<file path="src/pmt_cfg.svh">
// Constants for the management-bus target: command codes, reset values,
// address straps and bus timing. Included by every design file except the type package.
`ifndef PMT_CFG_SVH
`define PMT_CFG_SVH

// Command codes.
`define PMT_CMD_CLEAR_FAULTS 8'h03
`define PMT_CMD_STORE_ALL 8'h11
`define PMT_CMD_RESTORE_ALL 8'h12
`define PMT_CMD_VOUT_MODE 8'h20
`define PMT_CMD_VOUT_COMMAND 8'h21
`define PMT_CMD_PG_ON 8'h5E
`define PMT_CMD_PG_OFF 8'h5F
`define PMT_CMD_STATUS_BYTE 8'h78
`define PMT_CMD_READ_VOUT 8'h8B
`define PMT_CMD_READ_IOUT 8'h8C

// Data format: linear output voltage with exponent -12, current exponent -4.
`define PMT_VOUT_MODE_VAL 8'h14
`define PMT_IOUT_EXP 5'h1C

// Working-memory reset values (output voltage units of 2^-12 V).
`define PMT_RST_VOUT 16'hC000
`define PMT_RST_PG_ON 16'hB000
`define PMT_RST_PG_OFF 16'hA800

// Status byte bit positions.
`define PMT_STB_OTHER 0
`define PMT_STB_CML 1
`define PMT_STB_TEMP 2
`define PMT_STB_IOUT_OC 4

// Addressing.
`define PMT_ADDR_FALLBACK 7'h7F
`define PMT_ADDR_ARA 7'h0C
`define PMT_ADDR_RSV_MAX 7'h0C
`define PMT_ADDR_RSV_A 7'h28
`define PMT_ADDR_RSV_B 7'h2C
`define PMT_ADDR_RSV_C 7'h2D
`define PMT_ADDR_RSV_D 7'h37
`define PMT_DIGIT_SCALE 7'h08

// Strap resistance in units of 10 ohm, nominal per octal digit, 1 % window.
`define PMT_STRAP_W 15
`define PMT_STRAP_NOM0 15'h03E8
`define PMT_STRAP_NOM1 15'h0604
`define PMT_STRAP_NOM2 15'h0942
`define PMT_STRAP_NOM3 15'h0E42
`define PMT_STRAP_NOM4 15'h1572
`define PMT_STRAP_NOM5 15'h2102
`define PMT_STRAP_NOM6 15'h32C8
`define PMT_STRAP_NOM7 15'h4E20
`define PMT_STRAP_TOL_DIV 100

// Bus rates and the sampling margin needed at the fastest one.
`define PMT_CLK_KHZ 25000
`define PMT_SCL_STD_KHZ 100
`define PMT_SCL_FAST_KHZ 400
`define PMT_MIN_SAMPLES 16

`endif

</file>
<file path="src/pmt_pkg.sv">
// Types shared by the management-bus target modules.
// Assumes nothing beyond a SystemVerilog compiler.
`default_nettype none
package pmt_pkg;

   typedef enum logic [2:0] {
      PMT_ST_IDLE = 3'b000,
      PMT_ST_RX = 3'b001,
      PMT_ST_RX_ACK = 3'b010,
      PMT_ST_TX = 3'b011,
      PMT_ST_TX_ACK = 3'b100
   } pmt_state_t;

   typedef logic [2:0] pmt_digit_t;

endpackage

`default_nettype wire

</file>
<file path="src/pmt_strap_if.sv">
// Carrier between the target top and one strap decoder.
// Assumes the strap resistance code is produced in the core clock domain.
`timescale 1ns/1ps
`default_nettype none
`include "pmt_cfg.svh"

interface pmt_strap_if;
   logic [`PMT_STRAP_W-1:0] r_code;
   logic [2:0] digit;
   logic ok;
   modport dec (input r_code, output digit, output ok);
   modport user (output r_code, input digit, input ok);
endinterface

`default_nettype wire

</file>
<file path="src/pmt_target.sv">
// Management-bus target: serial bus engine with packet error checking,
// alert line, strapped address, working memory and power-good flag.
// Assumes fault, measurement, flash and strap inputs come from core logic on
// i_mclk; only the bus pins cross into this domain.
//
// Functional notes
// - Works at standard and fast bus rates.
// - Checks host check byte; appends check byte always.
// - Also serves hosts without check bytes.
// - Alert pulls shared line low, else releases.
// - Ignores alert response address; own address only.
// - Clear-faults releases alert and latched faults.
// - Flash copy only on store-all command.
// - Address is eight times high plus low digit.
// - Strap resistance decoded within one percent.
// - Bad strap resistance gives fallback address.
// - Reserved decoded addresses give fallback address.
// - Linear format only, exponent fixed.
// - Voltage words: unsigned mantissa, exponent minus twelve.
// - Other words: 11-bit mantissa, 5-bit exponent.
// - Power good high in range, low on faults.
// - Power-good thresholds set by on/off commands.
// - Clear-faults is send-byte code 03.
`timescale 1ns/1ps
`default_nettype none
`include "pmt_cfg.svh"

module pmt_target
   import pmt_pkg::*;
#(
   parameter int CLK_KHZ = `PMT_CLK_KHZ
)
(
   input wire logic i_mclk,
   input wire logic i_srst,
   input wire logic i_scl,
   input wire logic i_sda,
   output logic o_sda_out,
   output logic o_sda_oe_n,
   output logic o_alert_out,
   output logic o_alert_oe_n,
   input wire logic [`PMT_STRAP_W-1:0] i_address_digit_low_pin,
   input wire logic [`PMT_STRAP_W-1:0] i_address_digit_high_pin,
   input wire logic [15:0] i_vout_meas,
   input wire logic [10:0] i_iout_meas,
   input wire logic i_fault_ot,
   input wire logic i_fault_oc,
   input wire logic i_fault_reg,
   input wire logic i_power_running,
   input wire logic [15:0] i_flash_vout,
   input wire logic [15:0] i_flash_pg_on,
   input wire logic [15:0] i_flash_pg_off,
   output logic [15:0] o_vout_setpoint,
   output logic o_flash_store,
   output logic [15:0] o_flash_vout,
   output logic [15:0] o_flash_pg_on,
   output logic [15:0] o_flash_pg_off,
   output logic o_output_good_flag,
   output logic [6:0] o_bus_addr
);

   // Each bit needs several samples at the fast rate to find clean edges.
   if (CLK_KHZ < `PMT_SCL_FAST_KHZ * `PMT_MIN_SAMPLES)
   begin : g_chk
      $error("Core clock too slow to sample the fast bus rate.");
   end

   function automatic logic [7:0] crc8(input logic [7:0] c, input logic [7:0] b);
      logic [7:0] x;
      x = c ^ b;
      for (int i = 0; i < 8; i++)
      begin
         x = x[7] ? ({x[6:0], 1'b0} ^ 8'h07) : {x[6:0], 1'b0};
      end
      return x;
   endfunction

   // =====================================================================
   // Pin synchronisers and bus conditions
   // =====================================================================
   logic scl_m_q, scl_s_q, scl_d_q, sda_m_q, sda_s_q, sda_d_q;
   logic scl_rise, scl_fall, start_det, stop_det;

   always_ff @(posedge i_mclk)
   begin
      if (i_srst)
      begin
         {scl_m_q, scl_s_q, scl_d_q} <= 3'h7;
         {sda_m_q, sda_s_q, sda_d_q} <= 3'h7;
      end
      else
      begin
         {scl_m_q, scl_s_q, scl_d_q} <= {i_scl, scl_m_q, scl_s_q};
         {sda_m_q, sda_s_q, sda_d_q} <= {i_sda, sda_m_q, sda_s_q};
      end
   end

   assign scl_rise = scl_s_q && !scl_d_q;
   assign scl_fall = !scl_s_q && scl_d_q;
   assign start_det = scl_s_q && scl_d_q && sda_d_q && !sda_s_q;
   assign stop_det = scl_s_q && scl_d_q && !sda_d_q && sda_s_q;

   // =====================================================================
   // Strapped address
   // =====================================================================
   pmt_strap_if lo_if();
   pmt_strap_if hi_if();
   logic [6:0] addr_raw, addr_res, addr_q;
   logic addr_rsv, init_q;

   assign lo_if.r_code = i_address_digit_low_pin;
   assign hi_if.r_code = i_address_digit_high_pin;

   pmt_strap_dec u_dec_lo (.s(lo_if));
   pmt_strap_dec u_dec_hi (.s(hi_if));

   assign addr_raw = 7'(`PMT_DIGIT_SCALE * hi_if.digit + lo_if.digit);
   assign addr_rsv = (addr_raw <= `PMT_ADDR_RSV_MAX) || (addr_raw == `PMT_ADDR_RSV_A) ||
                     (addr_raw == `PMT_ADDR_RSV_B) || (addr_raw == `PMT_ADDR_RSV_C) ||
                     (addr_raw == `PMT_ADDR_RSV_D);
   assign addr_res = (!lo_if.ok || !hi_if.ok || addr_rsv) ? `PMT_ADDR_FALLBACK : addr_raw;

   // The straps are caught once, at the first edge after reset release.
   always_ff @(posedge i_mclk)
   begin
      if (i_srst)
      begin
         init_q <= 1'b0;
         addr_q <= `PMT_ADDR_FALLBACK;
      end
      else if (!init_q)
      begin
         init_q <= 1'b1;
         addr_q <= addr_res;
      end
   end

   assign o_bus_addr = addr_q;

   // =====================================================================
   // Read data and write decode
   // =====================================================================
   pmt_state_t state_q;
   logic [3:0] cnt_q;
   logic [1:0] bidx_q, n_q, k_q, rd_len, wr_len;
   logic [7:0] sh_q, tx_sh_q, cmd_q, crc_q, txb, status;
   logic [15:0] wbuf_q, rd_word, vout_q, pg_on_q, pg_off_q;
   logic rd_q, drive_q, active_q, tx_data, wr_known, exec, good, pec_bad;
   logic [3:0] fault_q;

   always_comb
   begin
      status = 8'h00;
      status[`PMT_STB_CML] = fault_q[3];
      status[`PMT_STB_TEMP] = fault_q[0];
      status[`PMT_STB_IOUT_OC] = fault_q[1];
      status[`PMT_STB_OTHER] = fault_q[2];
   end

   always_comb
   begin
      rd_word = 16'hFFFF;
      rd_len = 2'h1;
      case (cmd_q)
         `PMT_CMD_VOUT_MODE: rd_word = {8'h00, `PMT_VOUT_MODE_VAL};
         `PMT_CMD_VOUT_COMMAND: begin rd_word = vout_q; rd_len = 2'h2; end
         `PMT_CMD_PG_ON: begin rd_word = pg_on_q; rd_len = 2'h2; end
         `PMT_CMD_PG_OFF: begin rd_word = pg_off_q; rd_len = 2'h2; end
         `PMT_CMD_STATUS_BYTE: rd_word = {8'h00, status};
         `PMT_CMD_READ_VOUT: begin rd_word = i_vout_meas; rd_len = 2'h2; end
         `PMT_CMD_READ_IOUT: begin rd_word = {`PMT_IOUT_EXP, i_iout_meas}; rd_len = 2'h2; end
         default: rd_word = 16'hFFFF;
      endcase
   end

   // Data bytes go out low byte first, then the check byte.
   assign tx_data = k_q < rd_len;
   assign txb = !tx_data ? crc_q : ((k_q == 2'h0) ? rd_word[7:0] : rd_word[15:8]);

   always_comb
   begin
      wr_known = 1'b1;
      wr_len = 2'h0;
      case (cmd_q)
         `PMT_CMD_CLEAR_FAULTS, `PMT_CMD_STORE_ALL, `PMT_CMD_RESTORE_ALL: wr_len = 2'h0;
         `PMT_CMD_VOUT_COMMAND, `PMT_CMD_PG_ON, `PMT_CMD_PG_OFF: wr_len = 2'h2;
         default: wr_known = 1'b0;
      endcase
   end

   // A write runs at the stop: bare length is accepted, length plus one must
   // carry a matching check byte, which leaves a zero remainder.
   assign exec = stop_det && active_q && !rd_q && (bidx_q == 2'h2);
   assign pec_bad = (n_q == wr_len + 2'h1) && (crc_q != 8'h00);
   assign good = wr_known && ((n_q == wr_len) || ((n_q == wr_len + 2'h1) && !pec_bad)) &&
                 !((cmd_q == `PMT_CMD_RESTORE_ALL) && i_power_running);

   // =====================================================================
   // Bus engine
   // =====================================================================
   always_ff @(posedge i_mclk)
   begin
      if (i_srst)
      begin
         state_q <= PMT_ST_IDLE;
         {cnt_q, bidx_q, n_q, k_q} <= 10'h000;
         {sh_q, tx_sh_q, cmd_q, crc_q} <= 32'h0000_0000;
         wbuf_q <= 16'h0000;
         {rd_q, drive_q, active_q} <= 3'h0;
      end
      else if (start_det)
      begin
         state_q <= PMT_ST_RX;
         {cnt_q, bidx_q, k_q} <= 8'h00;
         drive_q <= 1'b0;
         active_q <= 1'b1;
         if (!active_q)
         begin
            crc_q <= 8'h00;
         end
      end
      else if (stop_det)
      begin
         state_q <= PMT_ST_IDLE;
         drive_q <= 1'b0;
         active_q <= 1'b0;
      end
      else
      begin
         unique case (state_q)
            PMT_ST_IDLE:
            begin
               drive_q <= 1'b0;
            end
            PMT_ST_RX:
            begin
               if (scl_rise && (cnt_q != 4'h8))
               begin
                  sh_q <= {sh_q[6:0], sda_s_q};
                  cnt_q <= cnt_q + 4'h1;
               end
               else if (scl_fall && (cnt_q == 4'h8))
               begin
                  if ((bidx_q == 2'h0) && (sh_q[7:1] != addr_q))
                  begin
                     state_q <= PMT_ST_IDLE;
                  end
                  else
                  begin
                     drive_q <= 1'b1;
                     state_q <= PMT_ST_RX_ACK;
                     crc_q <= crc8(crc_q, sh_q);
                     if (bidx_q == 2'h0)
                     begin
                        rd_q <= sh_q[0];
                     end
                     else if (bidx_q == 2'h1)
                     begin
                        cmd_q <= sh_q;
                        n_q <= 2'h0;
                     end
                     else
                     begin
                        if (n_q == 2'h0)
                        begin
                           wbuf_q[7:0] <= sh_q;
                        end
                        else if (n_q == 2'h1)
                        begin
                           wbuf_q[15:8] <= sh_q;
                        end
                        n_q <= (n_q == 2'h3) ? n_q : n_q + 2'h1;
                     end
                  end
               end
            end
            PMT_ST_RX_ACK:
            begin
               if (scl_fall)
               begin
                  bidx_q <= (bidx_q == 2'h2) ? bidx_q : bidx_q + 2'h1;
                  if ((bidx_q == 2'h0) && rd_q)
                  begin
                     tx_sh_q <= {txb[6:0], 1'b0};
                     drive_q <= !txb[7];
                     crc_q <= tx_data ? crc8(crc_q, txb) : crc_q;
                     k_q <= 2'h1;
                     cnt_q <= 4'h1;
                     state_q <= PMT_ST_TX;
                  end
                  else
                  begin
                     drive_q <= 1'b0;
                     cnt_q <= 4'h0;
                     state_q <= PMT_ST_RX;
                  end
               end
            end
            PMT_ST_TX:
            begin
               if (scl_fall)
               begin
                  if (cnt_q == 4'h8)
                  begin
                     drive_q <= 1'b0;
                     state_q <= PMT_ST_TX_ACK;
                  end
                  else
                  begin
                     drive_q <= !tx_sh_q[7];
                     tx_sh_q <= {tx_sh_q[6:0], 1'b0};
                     cnt_q <= cnt_q + 4'h1;
                  end
               end
            end
            PMT_ST_TX_ACK:
            begin
               // A host without check bytes simply refuses the check byte.
               if (scl_rise && sda_s_q)
               begin
                  state_q <= PMT_ST_IDLE;
               end
               else if (scl_fall)
               begin
                  tx_sh_q <= {txb[6:0], 1'b0};
                  drive_q <= !txb[7];
                  crc_q <= tx_data ? crc8(crc_q, txb) : crc_q;
                  k_q <= (k_q == 2'h3) ? k_q : k_q + 2'h1;
                  cnt_q <= 4'h1;
                  state_q <= PMT_ST_TX;
               end
            end
         endcase
      end
   end

   assign o_sda_out = 1'b0;
   assign o_sda_oe_n = !drive_q;

   // =====================================================================
   // Working memory and flash copy
   // =====================================================================
   always_ff @(posedge i_mclk)
   begin
      if (i_srst)
      begin
         vout_q <= `PMT_RST_VOUT;
         pg_on_q <= `PMT_RST_PG_ON;
         pg_off_q <= `PMT_RST_PG_OFF;
         o_flash_store <= 1'b0;
         o_flash_vout <= `PMT_RST_VOUT;
         o_flash_pg_on <= `PMT_RST_PG_ON;
         o_flash_pg_off <= `PMT_RST_PG_OFF;
      end
      else
      begin
         o_flash_store <= 1'b0;
         if (exec && good)
         begin
            case (cmd_q)
               `PMT_CMD_VOUT_COMMAND: vout_q <= wbuf_q;
               `PMT_CMD_PG_ON: pg_on_q <= wbuf_q;
               `PMT_CMD_PG_OFF: pg_off_q <= wbuf_q;
               `PMT_CMD_STORE_ALL:
               begin
                  o_flash_store <= 1'b1;
                  o_flash_vout <= vout_q;
                  o_flash_pg_on <= pg_on_q;
                  o_flash_pg_off <= pg_off_q;
               end
               `PMT_CMD_RESTORE_ALL:
               begin
                  vout_q <= i_flash_vout;
                  pg_on_q <= i_flash_pg_on;
                  pg_off_q <= i_flash_pg_off;
               end
               default: vout_q <= vout_q;
            endcase
         end
      end
   end

   assign o_vout_setpoint = vout_q;

   // =====================================================================
   // Faults, alert and power good
   // =====================================================================
   // A new fault in the clearing cycle survives the clear.
   always_ff @(posedge i_mclk)
   begin
      if (i_srst)
      begin
         fault_q <= 4'h0;
      end
      else
      begin
         fault_q <= ((exec && good && (cmd_q == `PMT_CMD_CLEAR_FAULTS)) ? 4'h0 : fault_q) |
                    {exec && !good, i_fault_reg, i_fault_oc, i_fault_ot};
      end
   end

   assign o_alert_out = 1'b0;
   assign o_alert_oe_n = !(|fault_q);

   always_ff @(posedge i_mclk)
   begin
      if (i_srst)
      begin
         o_output_good_flag <= 1'b0;
      end
      else if (i_fault_ot || i_fault_oc || i_fault_reg || (i_vout_meas < pg_off_q))
      begin
         o_output_good_flag <= 1'b0;
      end
      else if (i_vout_meas >= pg_on_q)
      begin
         o_output_good_flag <= 1'b1;
      end
   end

   // =====================================================================
   // Checks
   // =====================================================================
   property p_alert_on_fault;
      @(posedge i_mclk) disable iff (i_srst) (i_fault_ot || i_fault_oc) |=> !o_alert_oe_n;
   endproperty
   a_alert_on_fault: assert property (p_alert_on_fault) else $error("Alert not raised on fault.");

   property p_clear_releases;
      @(posedge i_mclk) disable iff (i_srst)
         (exec && good && cmd_q == `PMT_CMD_CLEAR_FAULTS && !i_fault_ot && !i_fault_oc && !i_fault_reg)
         |=> o_alert_oe_n && (status == 8'h00);
   endproperty
   a_clear_releases: assert property (p_clear_releases) else $error("Clear did not release alert.");

   property p_addr_only_own;
      @(posedge i_mclk) disable iff (i_srst)
         (state_q == PMT_ST_RX_ACK && bidx_q == 2'h0) |-> (sh_q[7:1] == addr_q) && (addr_q != `PMT_ADDR_ARA);
   endproperty
   a_addr_only_own: assert property (p_addr_only_own) else $error("Acknowledged a foreign address.");

   property p_addr_compose;
      @(posedge i_mclk) disable iff (i_srst)
         $rose(init_q) && !addr_rsv && lo_if.ok && hi_if.ok |-> addr_q == {1'b0, $past(hi_if.digit), $past(lo_if.digit)};
   endproperty
   a_addr_compose: assert property (p_addr_compose) else $error("Address not formed from digits.");

   property p_addr_fallback;
      @(posedge i_mclk) disable iff (i_srst)
         $rose(init_q) && $past(addr_rsv || !lo_if.ok || !hi_if.ok) |-> addr_q == `PMT_ADDR_FALLBACK;
   endproperty
   a_addr_fallback: assert property (p_addr_fallback) else $error("Bad strap did not give fallback.");

   property p_pec_reject;
      @(posedge i_mclk) disable iff (i_srst) (exec && pec_bad) |=> $stable(vout_q) && fault_q[3];
   endproperty
   a_pec_reject: assert property (p_pec_reject) else $error("Bad check byte accepted.");

   property p_store_cause;
      @(posedge i_mclk) disable iff (i_srst)
         !$stable(o_flash_vout) |-> $past(exec && good && cmd_q == `PMT_CMD_STORE_ALL);
   endproperty
   a_store_cause: assert property (p_store_cause) else $error("Flash copy changed without store.");

   property p_pg_fault;
      @(posedge i_mclk) disable iff (i_srst) (i_fault_ot || i_fault_oc || i_fault_reg) |=> !o_output_good_flag;
   endproperty
   a_pg_fault: assert property (p_pg_fault) else $error("Power good held during fault.");

   property p_drive_on_low_clock;
      @(posedge i_mclk) disable iff (i_srst) $fell(o_sda_oe_n) |-> $past(scl_fall);
   endproperty
   a_drive_on_low_clock: assert property (p_drive_on_low_clock) else $error("Data driven outside low clock.");

endmodule

`default_nettype wire

</file>
<file path="src/pmt_strap_dec.sv">
// Decoder from one strap resistance code to an octal address digit.
// Assumes the code is a settled measurement in units of 10 ohm.
`timescale 1ns/1ps
`default_nettype none
`include "pmt_cfg.svh"

module pmt_strap_dec
   import pmt_pkg::*;
#(
   parameter int R_W = `PMT_STRAP_W
)
(
   pmt_strap_if.dec s
);

   localparam logic [R_W-1:0] NOM [8] = '{`PMT_STRAP_NOM0, `PMT_STRAP_NOM1, `PMT_STRAP_NOM2,
      `PMT_STRAP_NOM3, `PMT_STRAP_NOM4, `PMT_STRAP_NOM5, `PMT_STRAP_NOM6, `PMT_STRAP_NOM7};

   if (R_W < `PMT_STRAP_W)
   begin : g_chk
      $error("Strap code too narrow for the highest nominal value.");
   end

   logic [7:0] hit;

   // =====================================================================
   // Window compare
   // =====================================================================
   // Windows are far apart, so at most one of them can match.
   for (genvar g = 0; g < 8; g++)
   begin : g_win
      localparam logic [R_W-1:0] LO = R_W'(NOM[g] - NOM[g] / `PMT_STRAP_TOL_DIV);
      localparam logic [R_W-1:0] HI = R_W'(NOM[g] + NOM[g] / `PMT_STRAP_TOL_DIV);
      assign hit[g] = (s.r_code >= LO) && (s.r_code <= HI);
   end

   always_comb
   begin
      s.digit = 3'h0;
      for (int i = 0; i < 8; i++)
      begin
         if (hit[i])
         begin
            s.digit = 3'(i);
         end
      end
   end

   assign s.ok = |hit;

endmodule

`default_nettype wire

</file>
<file path="config.mk">
export PLATFORM = sky130hd
export DESIGN_NAME = pmt_target
export DESIGN_NICKNAME = d
export VERILOG_FILES = /design/src/pmt_pkg.sv /design/src/pmt_strap_if.sv /design/src/pmt_target.sv /design/src/pmt_strap_dec.sv
export VERILOG_INCLUDE_DIRS = /design/src /design/src/src
export SDC_FILE = /design/constraint.sdc
export NUM_CORES = 1
export LEC_CHECK = 0
export ABC_AREA = 1
export BUFFER_PORTS_ARGS = -buffer_cell sky130_fd_sc_hd__buf_2
export CORE_MARGIN = 2
export CORE_UTILIZATION = 45
export DETAILED_ROUTE_END_ITERATION = 12
export HOLD_SLACK_MARGIN = 0.05
export PLACE_DENSITY_LB_ADDON = 0.1
export SYNTH_ARGS = -nofsm -noshare
export SYNTH_HDL_FRONTEND = slang
export SYNTH_SLANG_ARGS = --single-unit
export TNS_END_PERCENT = 20
</file>
<file path="constraint.sdc">
create_clock -name i_mclk -period 2.28 [get_ports i_mclk]
set_input_delay 0.114 -clock i_mclk [delete_from_list [all_inputs] [get_ports i_mclk]]
set_output_delay 0.114 -clock i_mclk [all_outputs]
set_load 0.005 [all_outputs]
</file>
==> reports/metrics.cfg <==
[power_and_ir_drop]
power_frac_comb=0.440
p_sw_frac=0.409
vdd_drop_max_v=0.000566
p_sw_w=0.00479
power.share.clock=0.272
p_per_area_mw_per_mm2=735
leakage_nw=7.21
p_int_w=0.00693
p_seq_frac=0.289

[hold_path]
hold_path_class=in -> reg

[global_routing]
grt_overflow_total=0
grt_max_degree=49
antenna_found_initial=0
track_usage=0.332
grt_pass1_wl_mm=69.4
grt_pass1_vias=12800

[synth]
yosys_warnings=0
ys_seq_area_frac=0.306
yosysUniqueCellTypes=62
netlist_area_mm2=0.0117
synth_edf_count=0
async_reset_ff_frac=0
syn_avg_cell_area_um2=6.67
syn_inst=1754
ys.flop_type=dfxtp_1
ys_ff_latch=179

[worst_setup_path]
worstPathRequired_ns=2.66
path_max_fanout=5
crit_chain=inv_2, nand2_2, nor2_4, nand2_8, nand2_8, nor3_4, ha_4, a21oi_4, buf_12, buf_6, nand4_1, nand2_2, nand2_4, nand2_4, buf_4, nand2_1, nand3_1, nand2_1, a21oi_1
cp-end-kind=register
r2r_slack_ns=-0.15
critPathLaunchType=register
crit_slowest_cell=dfxtp_4
crit_family=simple AND/OR/NAND/NOR gates
crit_buf_inv=4
crit_arrival_ns=2.81
worstSetupPathType=reg -> reg
slowest_delay_ns=0.42

[final_layout]
nNetsFinal=2283
fillers=2416
diodes=0
final_cell_mix=253 x nand2_1, 214 x inv_1, 189 x buf_2
final_common_cell=nand2_1
area_growth_pct=36.3
drive_above_1_share=0.275

[place]
dp_slack_ns=-0.237
numPortBuffers=187
gp_congestion=1.02
place_hpwl_mm=36.0

[die]
core_mm2=0.0258
die_x_um=165
rows=59
pin_count=190
start_util=0.454
die_y_um=165
dieArea_mm2=0.0273

[clocking]
cts_root_buf=clkbuf_16
clock_sinks=179
htree_levels=4
path_clk_slew_ns=0.08
clk_latency_ns=0.45
cts_buffers=17
tritoncts=yes
ctsLongestPathBuffers=2

[sta]
worst_slack_ns=-0.154
finalCriticalPeriod_ns=2.43
slew_violations=0
worstMarginPinSlew_ns=0.594
clock_skew_ns=0.0173
max_freq_mhz=411
hold_viol_final=0
setup_viol=64
fin_hold_ws_ns=0.0566
period_share=1.07
slew_headroom=0.604
rsz0062_at_grt=yes
setup_tns_ns=-3.35

[run]
maxCapViolCount=0

[route]
wl_mm=47.5
final_antenna_net_count=0
vias_per_cell=5.67
num_vias=14000
drt-initial-drc-count=1338
drcViolationCount=0
routedWlPerCell_um=19.2
dr.pass1.iters=6

[run_status]
outcome=finished, violations left
violations=setup timing

-- power by group through the flow --
stage / Combinational [W] / Sequential, W / Clock, W
2_1_floorplan: 0.00270 / 0.00345 / 0
3_3_place_gp: 0.00407 / 0.00346 / 0
3_5_place_dp: 0.00408 / 0.00346 / 0
4_1_cts: 0.00439 / 0.00338 / 0.00322
5_1_grt: 0.00564 / 0.00340 / 0.00334
6_report: 0.00516 / 0.00338 / 0.00318
-- state kept, by name, indices dropped and copies added, names as in the netlist, 3 cells and up --
signal           count
cnt_q                4
tx_sh_q              7
o_flash_pg_off      16
pg_off_q            16
state_q              3
o_flash_pg_on       16
cmd_q                8
o_bus_addr           7
wbuf_q              16
o_flash_vout        16
crc_q                8
fault_q              4
pg_on_q             16
sh_q                 8
o_vout_setpoint     16
-- per-stage QoR --
stage	cells	power, W	cell area (um2)	utilization
6_report	2475	0.0117	15900	0.619
5_1_grt	2475	0.0124	15900	0.619
4_1_cts	2461	0.0110	15400	0.599
3_5_place_dp	2366	0.00754	14100	0.546
3_3_place_gp	2366	0.00752	14100	0.546
2_1_floorplan	1755	0.00616	11800	-
-- layout make-up --
cell class	count	area, um2	share of cell area
multi-input cells	1266	7330	0.460
flip-flops and latches	179	3610	0.226
repair buffers	425	3040	0.190
inverters	238	912	0.0572
clock buffers	17	425	0.0267
well taps	335	419	0.0263
clock inverters	15	218	0.0137
-- logic make-up (layout without fill, tap and decap cells) --
group | Yosys count | in the layout | synth area share
and+or+nand+nor | 744 | 745 | 0.299
AOI/OAI and AO/OA | 454 | 454 | 0.224
buffers and inverters | 311 | 695 | 0.108
DFF | 179 | 179 | 0.306
adders and majority gates | 43 | 43 | 0.0460
xor gates and xnor gates | 22 | 22 | 0.0165
other | 1 | 2 | 0.000320
-- cells in the mapped netlist (2+ instances only) --
master / number / area share
nor2_2: 4 / 0.0021
o21ai_1: 12 / 0.0051
clkbuf_1: 45 / 0.014
o31ai_1: 7 / 0.0045
nand4_1: 27 / 0.014
buf_2: 16 / 0.0068
nand2_4: 7 / 0.0067
a21boi_0: 2 / 0.0013
nor4_1: 9 / 0.0048
o211ai_1: 30 / 0.019
nor2_4: 9 / 0.0087
a31oi_1: 51 / 0.027
nor2_1: 139 / 0.045
a211oi_1: 28 / 0.018
nand2_2: 15 / 0.0080
nand2_1: 302 / 0.097
nor4_2: 3 / 0.0032
a21oi_2: 3 / 0.0022
or2_2: 6 / 0.0032
a2111oi_0: 2 / 0.0015
clkinv_1: 2 / 0.00064
inv_1: 218 / 0.070
nor2_8: 3 / 0.0051
ha_1: 43 / 0.046
o22ai_1: 10 / 0.0053
nor3_2: 2 / 0.0017
nand2_8: 3 / 0.0051
buf_4: 5 / 0.0032
nand3_1: 184 / 0.079
o2111ai_1: 2 / 0.0015
a21oi_1: 135 / 0.058
buf_6: 7 / 0.0067
nor3_1: 24 / 0.010
xnor2_1: 12 / 0.0090
o21ai_0: 155 / 0.066
dfxtp_1: 179 / 0.31
o21bai_1: 2 / 0.0013
inv_2: 18 / 0.0058
xor2_1: 10 / 0.0075
-- timing repair --
item	CTS	global route
hold buffers	46	0
cloned	0	6
endpoints found under the setup margin	70	107
setup buffers	17	9
resized for setup	52	110
pin swaps	23	52
hold endpoints to repair	47	0
-- metal layers --
layer	routed length [um]	vias to the layer above	global-route usage	part of all wire
met4	3330	0	0.219	0.070
met1	19000	6447	0.404	0.40
li1	-	6713	-	-
met2	21700	697	0.545	0.46
met3	3540	165	0.0490	0.074
met5	0	-	0	0
-- worst paths after layout --
check / end / start / depth (start not counted)
max: crc_q[3] / cmd_q[3] / 19
min: o_vout_setpoint[15] / i_flash_vout[15] / 5
max reg2reg: crc_q[3] / cmd_q[3] / 19
min reg2reg: sda_s_q / sda_m_q / 1
-- worst reg2reg max path: stages, from the launching register on --
cell and delay, ns:
dfxtp_4 0.42, inv_2 0.05, nand2_2 0.09, nor2_4 0.06, nand2_8 0.08, nand2_8 0.05, nor3_4 0.20, ha_4 0.25
a21oi_4 0.17, buf_12 0.14, buf_6 0.09, nand4_1 0.10, nand2_2 0.10, nand2_4 0.06, nand2_4 0.09, buf_4 0.11
nand2_1 0.04, nand3_1 0.07, nand2_1 0.06, a21oi_1 0.12
No activity file was read; power rests on OpenSTA's default activity.
